File: src/rps_pkg.sv
// How it works
// - Query machine never moves; mirrors switch-over state.
// - Unknown variant switch-over: refuse, cause unknown.
// - Access switch-over: ready indicates, busy refuses.
// - Access ready: send switch-over or refusal.
// - Access completion returns busy to normal.
// - Access data available: normal becomes ready.
// - Access remove variant: ready back to normal.
// - Exchange switch-over: ports-up indicates, busy refuses.
// - Exchange blocking command sends blocking message.
// - Exchange ports blocked: send switch-over, advance.
// - Exchange blocked: start or switch-over sends switch-over.
// - Exchange peer reprov start: indicate, go busy.
// - Exchange data available and completion moves.
// - Exchange remove variant: both ready to normal.
// - Exchange ports unblocked: blocked back to normal.
// - Exchange blocked: refusals relayed both ways.
// - Variant query sent and answered unless busy.
// - Verify sent unless busy; received always indicated.
// - Ready only from ready; not-ready always.
// - Unexpected events raise error, keep state.
// - Access machine: normal, ready, in progress.
// - Exchange machine: four states incl. ports blocked.
// - Verify in normal or busy: not-ready reply.
package rps_pkg;

  localparam int unsigned RPS_CAUSE_W = 8;
  localparam logic [RPS_CAUSE_W-1:0] RPS_CAUSE_UNKNOWN = 8'h01;
  localparam logic [RPS_CAUSE_W-1:0] RPS_CAUSE_IN_PROGRESS = 8'h02;

  // Messages and internal events share one code space
  typedef enum logic [3:0] {
    RPS_EV_SWITCHOVER,
    RPS_EV_BLOCKING,
    RPS_EV_REPROV_STARTED,
    RPS_EV_CANNOT_REPROV,
    RPS_EV_VARIANT_QUERY,
    RPS_EV_VARIANT_REPLY,
    RPS_EV_VERIFY,
    RPS_EV_READY,
    RPS_EV_NOT_READY,
    RPS_EV_COMPLETED,
    RPS_EV_DATA_AVAIL,
    RPS_EV_REMOVE,
    RPS_EV_PORTS_BLOCKED,
    RPS_EV_PORTS_UNBLOCKED
  } rps_ev_t;

  // Access side never uses the ports-blocked state
  typedef enum logic [1:0] {
    RPS_ST_NORMAL,
    RPS_ST_READY,
    RPS_ST_READY_BLOCKED,
    RPS_ST_IN_PROGRESS
  } rps_state_t;

  function automatic logic rps_is_query(input rps_ev_t e);
    rps_is_query = (e == RPS_EV_VARIANT_QUERY) || (e == RPS_EV_VARIANT_REPLY) ||
                   (e == RPS_EV_VERIFY) || (e == RPS_EV_READY) ||
                   (e == RPS_EV_NOT_READY);
  endfunction : rps_is_query

endpackage : rps_pkg

File: src/rps_sync_fsm.sv
`timescale 1ns/1ps
module rps_sync_fsm
  import rps_pkg::*;
#(
  parameter logic IS_EXCHANGE = 1'b1
) (
  // Clock and reset
  input wire logic sys_clk_i,
  input wire logic rst_n_i,
  // Messages from peer
  input wire logic peer_valid_i,
  input rps_ev_t peer_msg_i,
  input wire logic [RPS_CAUSE_W-1:0] peer_cause_i,
  input wire logic peer_variant_known_i,
  // Events from management
  input wire logic mgmt_valid_i,
  output logic mgmt_ready_o,
  input rps_ev_t mgmt_event_i,
  input wire logic [RPS_CAUSE_W-1:0] mgmt_cause_i,
  // Messages to peer
  output logic tx_valid_o,
  output rps_ev_t tx_msg_o,
  output logic [RPS_CAUSE_W-1:0] tx_cause_o,
  // Indications to management
  output logic ind_valid_o,
  output rps_ev_t ind_msg_o,
  output logic [RPS_CAUSE_W-1:0] ind_cause_o,
  output logic err_valid_o,
  output rps_ev_t err_event_o,
  output logic err_from_peer_o,
  // Current state
  output rps_state_t state_o
);
  rps_state_t state_q;
  rps_state_t state_d;
  logic take;
  logic from_peer;
  rps_ev_t code;
  logic [RPS_CAUSE_W-1:0] cause;
  logic tx_v;
  rps_ev_t tx_m;
  logic [RPS_CAUSE_W-1:0] tx_c;
  logic ind_v;
  logic unexp;
  logic qv_tx_v;
  rps_ev_t qv_tx_m;
  logic [RPS_CAUSE_W-1:0] qv_tx_c;
  logic qv_ind_v;
  logic qv_unexp;
  rps_state_t cr_state;

  // Peer wins a tie; management waits for every cycle that peer_valid_i is high
  assign mgmt_ready_o = !peer_valid_i;
  assign take = peer_valid_i || mgmt_valid_i;
  assign from_peer = peer_valid_i;
  assign code = from_peer ? peer_msg_i : mgmt_event_i;
  assign cause = from_peer ? peer_cause_i : mgmt_cause_i;
  // State in which refusals are relayed
  assign cr_state = IS_EXCHANGE ? RPS_ST_READY_BLOCKED : RPS_ST_READY;
  assign state_o = state_q;

  rps_query_fsm u_query (
    .state_i(state_q),
    .from_peer_i(from_peer),
    .code_i(code),
    .cause_i(cause),
    .tx_valid_o(qv_tx_v),
    .tx_msg_o(qv_tx_m),
    .tx_cause_o(qv_tx_c),
    .ind_valid_o(qv_ind_v),
    .unexp_o(qv_unexp)
  );

  always_comb begin
    state_d = state_q;
    tx_v = 1'b0;
    tx_m = code;
    tx_c = cause;
    ind_v = 1'b0;
    unexp = 1'b0;
    if (!take) begin
      unexp = 1'b0;
    end else if (rps_is_query(code)) begin
      tx_v = qv_tx_v;
      tx_m = qv_tx_m;
      tx_c = qv_tx_c;
      ind_v = qv_ind_v;
      unexp = qv_unexp;
    end else if (from_peer) begin
      case (code)
        RPS_EV_SWITCHOVER: begin
          // Unknown variant refused in any state
          if (!peer_variant_known_i) begin
            tx_v = 1'b1;
            tx_m = RPS_EV_CANNOT_REPROV;
            tx_c = RPS_CAUSE_UNKNOWN;
          end else if (state_q == RPS_ST_IN_PROGRESS) begin
            tx_v = 1'b1;
            tx_m = RPS_EV_CANNOT_REPROV;
            tx_c = RPS_CAUSE_IN_PROGRESS;
          end else if (state_q == RPS_ST_READY) begin
            ind_v = 1'b1;
          end else begin
            unexp = 1'b1;
          end
        end
        // Blocking relayed on access side only
        RPS_EV_BLOCKING: begin
          ind_v = !IS_EXCHANGE && state_q == RPS_ST_READY;
          unexp = !ind_v;
        end
        // Peer start moves exchange to busy
        RPS_EV_REPROV_STARTED: begin
          if (IS_EXCHANGE && state_q == RPS_ST_READY_BLOCKED) begin
            ind_v = 1'b1;
            state_d = RPS_ST_IN_PROGRESS;
          end else begin
            unexp = 1'b1;
          end
        end
        RPS_EV_CANNOT_REPROV: begin
          if (state_q == cr_state) begin
            ind_v = 1'b1;
          end else if (!IS_EXCHANGE && state_q == RPS_ST_IN_PROGRESS) begin
            unexp = 1'b1;
          end
        end
        default: begin
          unexp = 1'b1;
        end
      endcase
    end else begin
      case (code)
        RPS_EV_SWITCHOVER: begin
          if (state_q == RPS_ST_READY || (IS_EXCHANGE && state_q == RPS_ST_READY_BLOCKED)) begin
            tx_v = 1'b1;
          end else if (state_q == RPS_ST_NORMAL) begin
            unexp = 1'b1;
          end
        end
        RPS_EV_BLOCKING: begin
          tx_v = IS_EXCHANGE && state_q == RPS_ST_READY;
          unexp = !tx_v;
        end
        RPS_EV_REPROV_STARTED: begin
          if (!IS_EXCHANGE && state_q == RPS_ST_READY) begin
            tx_v = 1'b1;
            state_d = RPS_ST_IN_PROGRESS;
          end else if (IS_EXCHANGE && state_q == RPS_ST_READY_BLOCKED) begin
            tx_v = 1'b1;
            tx_m = RPS_EV_SWITCHOVER;
          end else begin
            unexp = 1'b1;
          end
        end
        RPS_EV_CANNOT_REPROV: begin
          tx_v = (state_q == cr_state);
          unexp = !tx_v;
        end
        RPS_EV_COMPLETED: begin
          if (state_q == RPS_ST_IN_PROGRESS) begin
            state_d = RPS_ST_NORMAL;
          end else if (!IS_EXCHANGE || state_q == RPS_ST_READY_BLOCKED) begin
            unexp = 1'b1;
          end
        end
        RPS_EV_DATA_AVAIL: begin
          if (state_q == RPS_ST_NORMAL) begin
            state_d = RPS_ST_READY;
          end else if (state_q != RPS_ST_IN_PROGRESS) begin
            unexp = 1'b1;
          end
        end
        RPS_EV_REMOVE: begin
          if (state_q == RPS_ST_READY || state_q == RPS_ST_READY_BLOCKED) begin
            state_d = RPS_ST_NORMAL;
          end else if (state_q == RPS_ST_IN_PROGRESS) begin
            unexp = 1'b1;
          end
        end
        RPS_EV_PORTS_BLOCKED: begin
          if (IS_EXCHANGE && state_q == RPS_ST_READY) begin
            tx_v = 1'b1;
            tx_m = RPS_EV_SWITCHOVER;
            state_d = RPS_ST_READY_BLOCKED;
          end else begin
            unexp = 1'b1;
          end
        end
        RPS_EV_PORTS_UNBLOCKED: begin
          if (!IS_EXCHANGE || state_q == RPS_ST_IN_PROGRESS) begin
            unexp = 1'b1;
          end else if (state_q == RPS_ST_READY_BLOCKED) begin
            state_d = RPS_ST_NORMAL;
          end
        end
        default: begin
          unexp = 1'b1;
        end
      endcase
    end
  end

  // State register; unexpected never moves it
  always_ff @(posedge sys_clk_i) begin
    if (!rst_n_i) begin
      state_q <= RPS_ST_NORMAL;
    end else if (!unexp) begin
      state_q <= state_d;
    end
  end

  always_ff @(posedge sys_clk_i) begin
    if (!rst_n_i) begin
      tx_valid_o <= 1'b0;
      tx_msg_o <= RPS_EV_SWITCHOVER;
      tx_cause_o <= '0;
    end else begin
      tx_valid_o <= tx_v;
      tx_msg_o <= tx_m;
      tx_cause_o <= tx_c;
    end
  end

  always_ff @(posedge sys_clk_i) begin
    if (!rst_n_i) begin
      ind_valid_o <= 1'b0;
      ind_msg_o <= RPS_EV_SWITCHOVER;
      ind_cause_o <= '0;
    end else begin
      ind_valid_o <= ind_v;
      ind_msg_o <= code;
      ind_cause_o <= cause;
    end
  end

  always_ff @(posedge sys_clk_i) begin
    if (!rst_n_i) begin
      err_valid_o <= 1'b0;
      err_event_o <= RPS_EV_SWITCHOVER;
      err_from_peer_o <= 1'b0;
    end else begin
      err_valid_o <= unexp;
      err_event_o <= code;
      err_from_peer_o <= from_peer;
    end
  end
endmodule : rps_sync_fsm

File: src/rps_query_fsm.sv
`timescale 1ns/1ps
module rps_query_fsm
  import rps_pkg::*;
(
  // Switch-over state and current event
  input rps_state_t state_i,
  input wire logic from_peer_i,
  input rps_ev_t code_i,
  input wire logic [RPS_CAUSE_W-1:0] cause_i,
  // Message to peer
  output logic tx_valid_o,
  output rps_ev_t tx_msg_o,
  output logic [RPS_CAUSE_W-1:0] tx_cause_o,
  // Indication to management
  output logic ind_valid_o,
  output logic unexp_o
);
  logic busy;
  logic ready;

  // No own register: state is the switch-over state
  assign busy = (state_i == RPS_ST_IN_PROGRESS);
  assign ready = (state_i == RPS_ST_READY) || (state_i == RPS_ST_READY_BLOCKED);

  always_comb begin
    tx_valid_o = 1'b0;
    tx_msg_o = code_i;
    tx_cause_o = cause_i;
    ind_valid_o = 1'b0;
    unexp_o = 1'b0;
    case (code_i)
      RPS_EV_VARIANT_QUERY: begin
        if (!from_peer_i && busy) begin
          unexp_o = 1'b1;
        end else if (!busy) begin
          tx_valid_o = 1'b1;
          tx_msg_o = from_peer_i ? RPS_EV_VARIANT_REPLY : RPS_EV_VARIANT_QUERY;
        end
      end
      RPS_EV_VARIANT_REPLY: begin
        if (!from_peer_i) begin
          unexp_o = 1'b1;
        end else if (!busy) begin
          ind_valid_o = 1'b1;
        end
      end
      RPS_EV_VERIFY: begin
        if (from_peer_i) begin
          ind_valid_o = 1'b1;
          if (busy || state_i == RPS_ST_NORMAL) begin
            tx_valid_o = 1'b1;
            tx_msg_o = RPS_EV_NOT_READY;
            tx_cause_o = busy ? RPS_CAUSE_IN_PROGRESS : RPS_CAUSE_UNKNOWN;
          end
        end else if (busy) begin
          unexp_o = 1'b1;
        end else begin
          tx_valid_o = 1'b1;
        end
      end
      RPS_EV_READY: begin
        if (from_peer_i) begin
          ind_valid_o = !busy;
          unexp_o = busy;
        end else begin
          tx_valid_o = ready;
          unexp_o = !ready;
        end
      end
      RPS_EV_NOT_READY: begin
        if (from_peer_i) begin
          ind_valid_o = !busy;
        end else begin
          tx_valid_o = 1'b1;
        end
      end
      default: begin
        unexp_o = 1'b0;
      end
    endcase
  end

endmodule : rps_query_fsm

File: config.mk
export PLATFORM = sky130hd
export DESIGN_NAME = rps_sync_fsm
export DESIGN_NICKNAME = d
export VERILOG_FILES = /design/src/rps_pkg.sv /design/src/rps_sync_fsm.sv /design/src/rps_query_fsm.sv
export SDC_FILE = /design/constraint.sdc
export NUM_CORES = 1
export LEC_CHECK = 0
export BUFFER_PORTS_ARGS = -buffer_cell sky130_fd_sc_hd__buf_4
export CAP_MARGIN = 40
export CORE_MARGIN = 2
export CORE_UTILIZATION = 55
export DETAILED_ROUTE_END_ITERATION = 8
export GPL_TIMING_DRIVEN = 0
export PLACE_DENSITY = 0.95
export SETUP_SLACK_MARGIN = 0.05
export SLEW_MARGIN = 30
export SYNTH_ARGS = -nofsm -noshare
export SYNTH_HDL_FRONTEND = slang
export SYNTH_HIERARCHICAL = 1
export SYNTH_SLANG_ARGS = --single-unit
File: constraint.sdc
create_clock -name sys_clk_i -period 5.2 [get_ports sys_clk_i]
set_input_delay 0.52 -clock sys_clk_i [delete_from_list [all_inputs] [get_ports sys_clk_i]]
set_output_delay 0.52 -clock sys_clk_i [all_outputs]
set_load 0.005 [all_outputs]
==> results.ini, run 1 <==
[clocking]
cts_resized = 0
clk_path_buf_depth = 2
cts_hold_buffers = 0
clk_pin_slew_ns = 0.07
cts_made_buffers = 5
clk_latency_ns = 0.29
clock-sinks = 30
cts_root_buf = clkbuf_8
post_cts_buffers = 0
cts_tree = built
h-tree-depth = 2

[global_routing]
grt_overflow = 0
antenna_found_initial = 0
grt_max_degree = 15
grt_usage = 0.294
grt_pass1_wl_mm = 10.4
grt_pass1_vias = 2202

[drt]
drt_pre_antenna_iters = 5
antenna_left = 0
vias_per_cell = 6.32
post_drt_wl_per_cell_um = 17.2
post-route-drc-count = 0
routed_wl_mm = 6.71
dr.first_iter.drc_count = 299
vias = 2465

[yosys]
syn_avg_cell_area_um2 = 8.36
synthesis.area_um2 = 2280
yosys_warnings = 6
yosysSeqAreaShare = 0.263
yosys.area.top_type = dfxtp_1
ys_dominant_reg_cell = dfxtp_1
synth.top_cell.area_share = 0.263
syn_nets = 312
yosysUniqueCellTypes = 67
synth-async-reset-ratio = 0
netlist_top_cells_area = dfxtp_1 (26%), ha_1 (5.5%), nand2_1 (4.3%)
synth_edf_count = 0
postSynthCellCount = 273
synth.ff_latch_count = 30

[placed_design]
gp_congestion = 0.932
dp_hpwl_mm = 4.72
numPortBuffers = 58
placed_cell_area_um2 = 2780

[finish]
multi_input_area_um2 = 1490
drive_above_1_share = 0.276
syn2layout_area_growth_pct = 26.2
design_area_um2 = 2880
num-fill-cells = 291
seqCellArea_um2 = 601
finalNetCount = 378
diodes = 0

[floorplanning]
core_um2 = 4000
die_y_um = 68.4
rows = 23
dieArea_um2 = 4680
num_io_pins = 64
dieWidth_um = 68.4
initial_utilization = 0.570

[pwr]
max-vdd-ir-drop_v = 0.000123
pwr-share-seq = 0.379
switching_power_mw = 0.223
swShare = 0.329
clkPwrFrac = 0.300
combPwrFrac = 0.321
power_density_nw_per_um2 = 236
finalPower_mw = 0.679
p_leak_nw = 1.31
internal_power_mw = 0.456

[timing]
finClkSkew_ns = 0.00955
setup_viol = 0
rsz0062_at_grt = false
max_freq_ghz = 0.335
hold_slack_ns = 0.476
min_period_ns = 2.98
fin_crit_sh = 0.574
setup_tns_ns = 0
worstMarginPinSlew_ns = 0.799
slew_headroom = 0.467
hold_viol = 0
maxSlewViolCount = 0

[worst_setup_path]
crit_arrival_ns = 3.12
crit_path_top_delay_cell = buf_1
start_kind = input port
crit_chain = buf_4, buf_6, buf_2, buf_1, clkbuf_1, mux2_2, inv_1, mux2i_1, o311ai_0, a31oi_1
max_stage_delay_ns = 0.51
reg2reg_depth = 9
crit_fanout = 10
crit_path_end_kind = flip-flop
cp.required_ns = 5.34
setup.worst_path.class = in -> reg

[status]
status = finished, final reports clean

[worst_hold_path]
hold_class = in -> reg
hold_depth = 2

[job]
drv_cap = 0

==> Yosys cell counts (3+ instances only) <==
| cell | instances |
|---|---|
| nor2_1 | 9 |
| mux2i_4 | 3 |
| dfxtp_1 | 30 |
| nand3b_1 | 3 |
| o211ai_1 | 8 |
| buf_2 | 3 |
| and3_1 | 3 |
| a211oi_1 | 3 |
| mux2i_1 | 9 |
| a21oi_1 | 13 |
| a31oi_1 | 3 |
| inv_2 | 3 |
| o32ai_1 | 4 |
| nor2b_1 | 12 |
| o21a_1 | 4 |
| o21ai_0 | 9 |
| o211a_1 | 6 |
| o221ai_1 | 3 |
| nor3_1 | 6 |
| nand2b_1 | 6 |
| inv_1 | 17 |
| and2_1 | 15 |
| ha_1 | 10 |
| buf_4 | 5 |
| nand2_1 | 26 |
| clkbuf_1 | 9 |
==> cell usage in the layout (no fill, tap or decap), types with 2 or more instances in the layout <==
cell	Yosys	layout
and2_1	15	15
mux2i_4	3	3
o221a_1	2	2
a21boi_0	2	2
nor3_1	6	6
o32ai_1	4	4
clkbuf_8	0	6
buf_4	5	63
buf_6	2	2
o21ai_0	9	9
o32a_1	2	2
nand3_1	2	2
and3_1	3	3
nand3b_1	3	3
a31oi_1	3	3
dfxtp_1	30	30
o21a_1	4	4
xor2_1	2	2
o221ai_1	3	3
o211ai_1	8	8
nand2b_1	6	6
nand2_1	26	26
inv_2	3	3
a211oi_1	3	3
o211a_1	6	6
buf_2	3	4
ha_1	10	10
nand4_1	2	2
nor2b_1	12	12
a41oi_1	2	2
a21oi_1	13	13
a22o_1	2	2
o31ai_1	2	2
nor2_1	9	9
clkbuf_1	9	9
inv_1	17	17
mux2i_1	9	9
==> per-stage QoR <==
stage,util,instances,setup WS [ns]
3_5_place_dp,0.696,382,2.08
2_1_floorplan,-,273,2.59
6_report,0.720,390,2.22
3_3_place_gp,0.695,381,2.12
5_1_grt,0.720,390,2.15
4_1_cts,0.720,390,2.31
==> power groups by stage <==
stage / Combinational (mW) / Sequential [mW] / Clock, mW
final: 0.218 / 0.257 / 0.204
after global routing: 0.236 / 0.260 / 0.210
after CTS: 0.212 / 0.257 / 0.201
after detailed placement: 0.210 / 0.262 / 0
after global placement: 0.204 / 0.262 / 0
after floorplan: 0.127 / 0.263 / 0
==> kinds of logic (layout without fill, tap and decap cells) <==
group / Yosys count / after routing / share of synthesized area
AOI/OAI and AO/OA: 80 / 80 / 0.265
xor gates and xnor gates: 2 / 2 / 0.00768
adders and majority gates: 10 / 10 / 0.0549
buffers and inverters: 41 / 108 / 0.0839
DFF: 30 / 30 / 0.263
muxes: 16 / 16 / 0.0916
and+or+nand+nor: 94 / 94 / 0.234
==> critical path, delay by kind of cell <==
kind	cells	cell delay (ns)
buffers and inverters	6	1.59
AO/OA/AOI/OAI	2	0.52
multiplexers	2	0.48
==> worst paths after layout <==
check | startpoint | endpoint | slack, ns
worst min-delay path | mgmt_cause_i[3] | tx_cause_o[3]$_SDFF_PN0_ | 0.48
worst max-delay path | peer_valid_i | tx_cause_o[0]$_SDFF_PN0_ | 2.22
worst min register to register | state_o[1]$_SDFFE_PN0P_ | state_o[1]$_SDFFE_PN0P_ | 0.74
worst max register to register | state_o[1]$_SDFFE_PN0P_ | state_o[0]$_SDFFE_PN0P_ | 2.41
==> layout make-up <==
type / count / share of cell area
clock buffer: 6 / 0.0287
buffer: 20 / 0.0391
sequential: 30 / 0.209
clock inverter: 2 / 0.00435
multi-input combinational: 202 / 0.517
inverter: 21 / 0.0274
timing repair buffer: 59 / 0.153
tap: 50 / 0.0217
==> state kept, by name, summed over array words and instances (netlist names) <==
register,count
tx_msg_o,4
tx_cause_o,8
err_event_o,4
state_o,2
tx_valid_o,1
ind_cause_o,8
ind_valid_o,1
err_valid_o,1
err_from_peer_o,1
==> metal layers <==
layer  up-vias  global-route usage  part of all wire  wire (um)
met3        33              0.0674              0.12        776
li1       1117                   -                 -          -
met4         0               0.118             0.031        208
met2       186               0.470              0.48       3220
met1      1129               0.381              0.37       2510
met5         -                   0                 0          0
No activity file was read; power rests on OpenSTA's default activity.
==> inputs of run 2 (changes only) <==
Settings changed: ABC_AREA set to 1, CORE_UTILIZATION 55 to 48, PLACE_DENSITY 0.95 to 0.89.
Clock period 5.2 ns to 2.55 ns, I/O delays scaled along.
==> run 2 against run 1 <==
Synthesized area increased by 4.4%. Clock power grew 130%. Wire length shrank 1.8%. Sequential share of layout area shrank 1.1 points. Critical endpoint is now state_o[1]$_SDFFE_PN0P_. Largest cell class unchanged.
==> results.ini, run 2 <==
[worst_setup_path]
cp.required_ns = 2.73  ; was 5.34 ns
reg2reg_depth = 11  ; was 9
crit_chain = inv_1, ha_1, inv_1, nor3_1, nor2_1, nand3_1, nand2_1, nand2_2, nand2_4, a21oi_1, nor2_1  ; was buf_4, buf_6, buf_2, buf_1, clkbuf_1, mux2_2, inv_1, mux2i_1, o311ai_0, a31oi_1
cp_top_family = simple AND/OR/NAND/NOR gates  ; was buffers and inverters
crit_arrival_ns = 2.11  ; was 3.12 ns
max_stage_delay_ns = 0.52  ; was 0.51 ns
critPathBufInv = 2  ; was 6
worstReg2RegEnd = state_o[1]$_SDFFE_PN0P_  ; was state_o[0]$_SDFFE_PN0P_
rrSetupSlack_ns = 0.62  ; was 2.41 ns
r2r-start = state_o[1]$_SDFFE_PN0P_  ; unchanged
crit_path_top_delay_cell = dfxtp_1  ; was buf_1
start_kind = flip-flop  ; was input port
setup.worst_path.class = reg -> reg  ; was in -> reg
crit_fanout = 9  ; was 10
crit_path_end_kind = flip-flop  ; unchanged

[finish]
syn2layout_area_growth_pct = 28.0  ; was 26.2%
drive_above_1_share = 0.278  ; was 0.276
multi_input_area_um2 = 1440  ; was 1490 um2
diodes = 0  ; unchanged
final_common_cell = nand2_1  ; was buf_4
design_area_um2 = 3050  ; was 2880 um2
finalNetCount = 477  ; was 378
seqCellArea_um2 = 601  ; unchanged
most-common-layout-cells = nand2_1 (89), buf_4 (67), inv_1 (51)  ; was buf_4 (63), dfxtp_1 (30), nand2_1 (26)
num-fill-cells = 442  ; was 291
reg_top3 = ind_cause_o: 8 flops, tx_cause_o: 8 flops  ; unchanged
fin_util = 0.641  ; was 0.720
layoutNonFillerInstCount = 506  ; was 390

[yosys]
yosys_warnings = 6  ; unchanged
synth.ff_latch_count = 30  ; unchanged
yosysUniqueCellTypes = 35  ; was 67
synthTopCellsByCount = nand2_1 (89), inv_1 (51), nor2_1 (45), a21oi_1 (31), dfxtp_1 (30)  ; was dfxtp_1 (30), nand2_1 (26), inv_1 (17), and2_1 (15), a21oi_1 (13)
synthesis.area_um2 = 2380  ; was 2280 um2
synth-compound-area-share = 0.152  ; was 0.265
yosys.area.top_type = dfxtp_1  ; unchanged
syn_nets = 407  ; was 312
postSynthCellCount = 368  ; was 273
syn_avg_cell_area_um2 = 6.47  ; was 8.36 um2
synth_edf_count = 0  ; unchanged
synth_fa_ha_area_frac = 0.0525  ; was 0.0549
yosysSeqAreaShare = 0.252  ; was 0.263
synth_simple_gate_area_frac = 0.401  ; was 0.234
yosysMostFrequentCell = nand2_1  ; was dfxtp_1
synth.top_cell.area_share = 0.252  ; was 0.263
ys_dominant_reg_cell = dfxtp_1  ; unchanged
netlist_top_cells_area = dfxtp_1 (25%), nand2_1 (14%), inv_1 (8.0%)  ; was dfxtp_1 (26%), ha_1 (5.5%), nand2_1 (4.3%)
synth-async-reset-ratio = 0  ; unchanged
synth_xor_area_frac = 0  ; was 0.00768
synthMuxAreaShare = 0  ; was 0.0916
synth_top_family_by_area = simple AND/OR/NAND/NOR gates  ; was compound AO/OA/AOI/OAI gates

[global_routing]
grt_max_degree = 12  ; was 15
grt_usage = 0.246  ; was 0.294
grt_pass1_vias = 2267  ; was 2,202
top_usage_layer = met2  ; unchanged
met2_usage = 0.409  ; was 0.470
grt_use_met1 = 0.321  ; was 0.381
grt_pass1_wl_mm = 10.6  ; was 10.4 mm
grtUsageMet3 = 0.0407  ; was 0.0674
grt_overflow = 0  ; unchanged
antenna_found_initial = 0  ; unchanged

[clocking]
post_cts_buffers = 0  ; unchanged
cts_resized = 0  ; unchanged
cts_root_buf = clkbuf_8  ; unchanged
clk_pin_slew_ns = 0.06  ; was 0.07 ns
cts_made_buffers = 5  ; unchanged
cts_tree = built  ; unchanged
clock-sinks = 30  ; unchanged
cts_hold_buffers = 0  ; unchanged
clk_latency_ns = 0.28  ; was 0.29 ns
h-tree-depth = 2  ; unchanged
clk_path_buf_depth = 2  ; unchanged

[job]
drv_cap = 0  ; unchanged

[timing]
max_freq_ghz = 0.518
maxSlewViolCount = 0  ; unchanged
slew_headroom = 0.655  ; was 0.467
hold_viol = 0  ; unchanged
worstMarginPinSlew_ns = 0.517  ; was 0.799 ns
rsz0062_at_grt = false  ; unchanged
finClkSkew_ns = 0.00441  ; was 0.00955 ns
setup_tns_ns = 0  ; unchanged
fin_crit_sh = 0.757
hold_slack_ns = 0.252  ; was 0.476 ns
min_period_ns = 1.93
setup_viol = 0  ; unchanged

[pwr]
power_density_nw_per_um2 = 475  ; was 236 nW/um2
pwr-share-seq = 0.360  ; was 0.379
max-vdd-ir-drop_v = 0.000499  ; was 0.000123 V
p_leak_nw = 1.61  ; was 1.31 nW
switching_power_mw = 0.461  ; was 0.223 mW
clkPwrFrac = 0.322  ; was 0.300
internal_power_mw = 0.987  ; was 0.456 mW
combPwrFrac = 0.318  ; was 0.321
swShare = 0.319  ; was 0.329

[placed_design]
dp.cells = 498  ; was 382
gp_congestion = 0.979  ; was 0.932
dp_hpwl_mm = 5.06  ; was 4.72 mm
numPortBuffers = 63  ; was 58
placed_cell_area_um2 = 2940  ; was 2780 um2

[worst_hold_path]
holdCritStartpoint = rst_n_i  ; was mgmt_cause_i[3]
hold_class = in -> reg  ; unchanged
hold_depth = 3  ; was 2
holdPathEnd = tx_msg_o[0]$_SDFF_PN0_  ; was tx_cause_o[3]$_SDFF_PN0_

[floorplanning]
rows = 25  ; was 23
num_io_pins = 64  ; unchanged
core_um2 = 4750  ; was 4000 um2
initial_utilization = 0.501  ; was 0.570
dieWidth_um = 74.4  ; was 68.4 um
dieArea_um2 = 5540  ; was 4680 um2
die_y_um = 74.4  ; was 68.4 um

[drt]
post-route-drc-count = 0  ; unchanged
vias = 2578  ; was 2,465
dr.first_iter.drc_count = 164  ; was 299
vias_per_cell = 5.09  ; was 6.32
post_drt_wl_per_cell_um = 13.0  ; was 17.2 um
drt_pre_antenna_iters = 5  ; unchanged
antenna_left = 0  ; unchanged
routed_wl_mm = 6.58  ; was 6.71 mm

[status]
status = finished, final reports clean  ; unchanged

[run 2: logic make-up after synthesis]
group / Yosys count
buffers and inverters: 74
DFF: 30
AOI/OAI and AO/OA: 65
and+or+nand+nor: 189
adders and majority gates: 10
[run 2: power by group through the flow]
stage	sequential (mW)	combinational, mW	clock (mW)
2_1_floorplan	0.535	0.283	0
3_3_place_gp	0.531	0.446	0
3_5_place_dp	0.532	0.455	0
4_1_cts	0.522	0.458	0.470
5_1_grt	0.525	0.512	0.489
6_report	0.521	0.461	0.466
[run 2: worst max-delay path by stage]
| stage | startpoint | to | slack (ns) | cells past startpoint |
|---|---|---|---|---|
| 2_1_floorplan | peer_valid_i | state_o[0]$_SDFFE_PN0P_ | 0.83 | 16 |
| 3_3_place_gp | peer_valid_i | state_o[0]$_SDFFE_PN0P_ | 0.54 | 17 |
| 3_5_place_dp | peer_valid_i | state_o[1]$_SDFFE_PN0P_ | 0.52 | 17 |
| 4_1_cts | state_o[1]$_SDFFE_PN0P_ | state_o[1]$_SDFFE_PN0P_ | 0.58 | 11 |
| 5_1_grt | state_o[0]$_SDFFE_PN0P_ | state_o[1]$_SDFFE_PN0P_ | 0.43 | 11 |
| 6_report | state_o[1]$_SDFFE_PN0P_ | state_o[1]$_SDFFE_PN0P_ | 0.62 | 11 |
[run 2: layout make-up]
| class | count | share of cell area |
|---|---|---|
| clock inverters | 3 | 0.0131 |
| repair buffers | 63 | 0.155 |
| plain buffers | 16 | 0.0382 |
| multi-input cells | 264 | 0.473 |
| well taps | 67 | 0.0275 |
| inverters | 58 | 0.0731 |
| clock buffers | 5 | 0.0226 |
| flip-flops and latches | 30 | 0.197 |
[run 2: routing by layer]
metal / part of all wire / vias up
met5: 0 / -
met4: 0.023 / 0
met3: 0.082 / 16
met2: 0.48 / 122
met1: 0.41 / 1158
li1: - / 1282
[run 2: worst reg2reg max path: stages (launching register included)]
cell and delay, ns:
dfxtp_1 0.52, inv_1 0.17, ha_1 0.31, inv_1 0.07, nor3_1 0.20, nor2_1 0.07
nand3_1 0.09, nand2_1 0.07, nand2_2 0.08, nand2_4 0.07, a21oi_1 0.13, nor2_1 0.06
[run 2: per-stage QoR]
stage	power (mW)	worst slack, ns
after global routing	1.53	0.427
after detailed placement	0.987	0.522
after CTS	1.45	0.584
final	1.45	0.619
after global placement	0.977	0.544
after floorplan	0.817	0.829
==> inputs of run 3 (changes only) <==
Clock period 2.55 ns to 1.59 ns, I/O delays scaled along.
==> run 3 against run 2 <==
The flow now finishes with violations (negative setup slack). Cell count up 4.2%. Clock power is 35% higher. Final area rose by 15%. Wire length rose by 16%. Setup slack got worse by 0.65 ns. Flip-flop and latch count unchanged. Global-route usage shrank 0.12 points. Largest power group is now combinational cells. Combinational power rose by 100%. Highest routed layer unchanged. Die area did not move. Sequential power increased by 61%. First-iteration DRC count is 9.1% higher. Hold slack lost 0.089 ns. Critical endpoint is now state_o[0]$_SDFFE_PN0P_.
==> results.ini, run 3 (synthesis gave the netlist of run 2 again) <==
[finish]
fin_util = 0.735  ; was 0.641
most-common-layout-cells = nand2_1 (83), buf_4 (78), inv_1 (45)  ; was nand2_1 (89), buf_4 (67), inv_1 (51)
drive_above_1_share = 0.402  ; was 0.278
finalNetCount = 498  ; was 477
num-fill-cells = 347  ; was 442
reg_top3 = ind_cause_o: 8 flops, tx_cause_o: 8 flops  ; unchanged
diodes = 0  ; unchanged
final_common_cell = nand2_1  ; unchanged
syn2layout_area_growth_pct = 46.7  ; was 28.0%
layoutNonFillerInstCount = 527  ; was 506

[global_routing]
antenna_found_initial = 0  ; unchanged
grt_overflow = 0  ; unchanged
grt_usage = 0.245  ; was 0.246
grt_pass1_wl_mm = 10.5  ; was 10.6 mm
grt_pass1_vias = 2348  ; was 2,267
grt_max_degree = 12  ; unchanged

[worst_setup_path]
crit_path_end_kind = flip-flop  ; unchanged
cp.required_ns = 1.77  ; was 2.73 ns
crit_fanout = 6  ; was 9
r2r-start = state_o[0]$_SDFFE_PN0P_  ; was state_o[1]$_SDFFE_PN0P_
rrSetupSlack_ns = -0.03  ; was 0.62 ns
setup.worst_path.class = in -> reg  ; was reg -> reg
start_kind = input port  ; was flip-flop
reg2reg_depth = 11  ; unchanged
crit_arrival_ns = 1.80  ; was 2.11 ns
worstReg2RegEnd = state_o[0]$_SDFFE_PN0P_  ; was state_o[1]$_SDFFE_PN0P_

[pwr]
switching_power_mw = 0.826  ; was 0.461 mW
clkPwrFrac = 0.263  ; was 0.322
pwr-share-seq = 0.351  ; was 0.360
power_density_nw_per_um2 = 686  ; was 475 nW/um2
combPwrFrac = 0.387  ; was 0.318
finalPower_mw = 2.39  ; was 1.45 mW
p_leak_nw = 1.76  ; was 1.61 nW
internal_power_mw = 1.57  ; was 0.987 mW
max-vdd-ir-drop_v = 0.000421  ; was 0.000499 V
swShare = 0.345  ; was 0.319

[floorplanning]
dieArea_um2 = 5540  ; unchanged
core_um2 = 4750  ; unchanged
dieWidth_um = 74.4  ; unchanged
num_io_pins = 64  ; unchanged
die_y_um = 74.4  ; unchanged
rows = 25  ; unchanged
initial_utilization = 0.501  ; unchanged

[placed_design]
numPortBuffers = 63  ; unchanged
dp.cells = 498  ; unchanged
post-place-ws_ns = -0.310  ; was 0.522 ns
dp_hpwl_mm = 5.12  ; was 5.06 mm
gp_congestion = 0.982  ; was 0.979

[drt]
routed_wl_mm = 7.65  ; was 6.58 mm
drt_pre_antenna_iters = 8  ; was 5
wl_met2_mm = 3.77  ; was 3.18 mm
antenna_left = 0  ; unchanged
vias_per_cell = 5.35  ; was 5.09
highest_layer = met4  ; unchanged
met3_length_um = 617  ; was 539 um
post_drt_wl_per_cell_um = 14.5  ; was 13.0 um
vias = 2821  ; was 2,578
routedLengthMet1_mm = 2.93  ; was 2.71 mm
post-route-drc-count = 0  ; unchanged
dr.first_iter.drc_count = 179  ; was 164

[job]
drv_cap = 0  ; unchanged

[clocking]
clk_latency_ns = 0.28  ; about the same
clock-sinks = 30  ; unchanged
clk_pin_slew_ns = 0.07  ; was 0.06 ns
clk_path_buf_depth = 2  ; unchanged
h-tree-depth = 2  ; unchanged
cts_tree = built  ; unchanged
cts_root_buf = clkbuf_8  ; unchanged
cts_made_buffers = 5  ; unchanged

[timing]
finClkSkew_ns = 0.00831  ; was 0.00441 ns
fin_crit_sh = 1.02
rsz0062_at_grt = true  ; was false
max_freq_ghz = 0.616
worstMarginPinSlew_ns = 0.593  ; was 0.517 ns
maxSlewViolCount = 0  ; unchanged
slew_headroom = 0.600  ; was 0.655
setup_viol = 3  ; was 0
min_period_ns = 1.62
hold_viol = 0  ; unchanged
hold_slack_ns = 0.163  ; was 0.252 ns
worst_slack_ns = -0.0336  ; was 0.619 ns

[worst_hold_path]
holdCritStartpoint = rst_n_i  ; unchanged
hold_class = in -> reg  ; unchanged
holdPathEnd = tx_msg_o[0]$_SDFF_PN0_  ; unchanged
hold_depth = 3  ; unchanged

[status]
status = finished with violations  ; was finished, final reports clean
violations = negative setup slack

==> run 3: metrics by stage <==
stage / TNS (ns) / area (um2)
5_1_grt: -0.454 / 3490
2_1_floorplan: -0.0172 / 2420
3_3_place_gp: -2.07 / 2980
3_5_place_dp: -2.76 / 2980
4_1_cts: -0.00553 / 3180
6_report: -0.0661 / 3490
==> run 3: timing repair <==
item,CTS,global route
hold buffers,0,0
setup buffers,8,12
endpoints found under the setup margin,13,14
gates resized for setup,13,58
cloned,0,1
pin swaps,1,28
==> run 3: worst max-delay path by stage <==
stage                                 start                      end  slack [ns]  depth (start not counted)
floorplan                      peer_valid_i  state_o[0]$_SDFFE_PN0P_      -0.009                         17
global placement               peer_valid_i  state_o[0]$_SDFFE_PN0P_       -0.27                         17
detailed placement             peer_valid_i   tx_msg_o[1]$_SDFF_PN0_       -0.31                         14
CTS                 state_o[0]$_SDFFE_PN0P_  state_o[0]$_SDFFE_PN0P_      -0.006                         12
global route        state_o[0]$_SDFFE_PN0P_  state_o[0]$_SDFFE_PN0P_       -0.13                         11
finish                         peer_valid_i  state_o[0]$_SDFFE_PN0P_       -0.03                         16
==> run 3: cell type report <==
| class | instances | area (um2) | area share |
|---|---|---|---|
| clock buffer | 6 | 82.6 | 0.0236 |
| multi-input combinational | 264 | 1650 | 0.472 |
| inverter | 58 | 245 | 0.0702 |
| buffer | 16 | 125 | 0.0358 |
| sequential | 30 | 608 | 0.174 |
| clock inverter | 2 | 12.5 | 0.00358 |
| timing repair buffer | 84 | 688 | 0.197 |
| tap | 67 | 83.8 | 0.0240 |
==> run 3: metal layers <==
layer / GRT usage / up-vias
met5: 0 / -
met1: 0.310 / 1301
met2: 0.434 / 153
met4: 0.0635 / 0
li1: - / 1326
met3: 0.0379 / 41
==> run 3: power by group through the flow <==
stage | registers (mW) | logic [mW] | clock network (mW)
floorplan | 0.859 | 0.467 | 0
CTS | 0.835 | 0.783 | 0.618
detailed placement | 0.855 | 0.741 | 0
finish | 0.840 | 0.926 | 0.629
global route | 0.844 | 1.00 | 0.650
global placement | 0.853 | 0.722 | 0
==> run 3: critical path, cell delays in order <==
cell	delay (ns)
buf_8	0.10
buf_8	0.13
inv_8	0.06
buf_12	0.12
nand2_4	0.05
nand2_4	0.16
nand2_2	0.10
nor2_2	0.12
nand2_1	0.09
nand2_1	0.08
nand2_1	0.07
nor2_1	0.12
and3_4	0.23
nand3_2	0.08
nand2_1	0.07
nor2_1	0.05
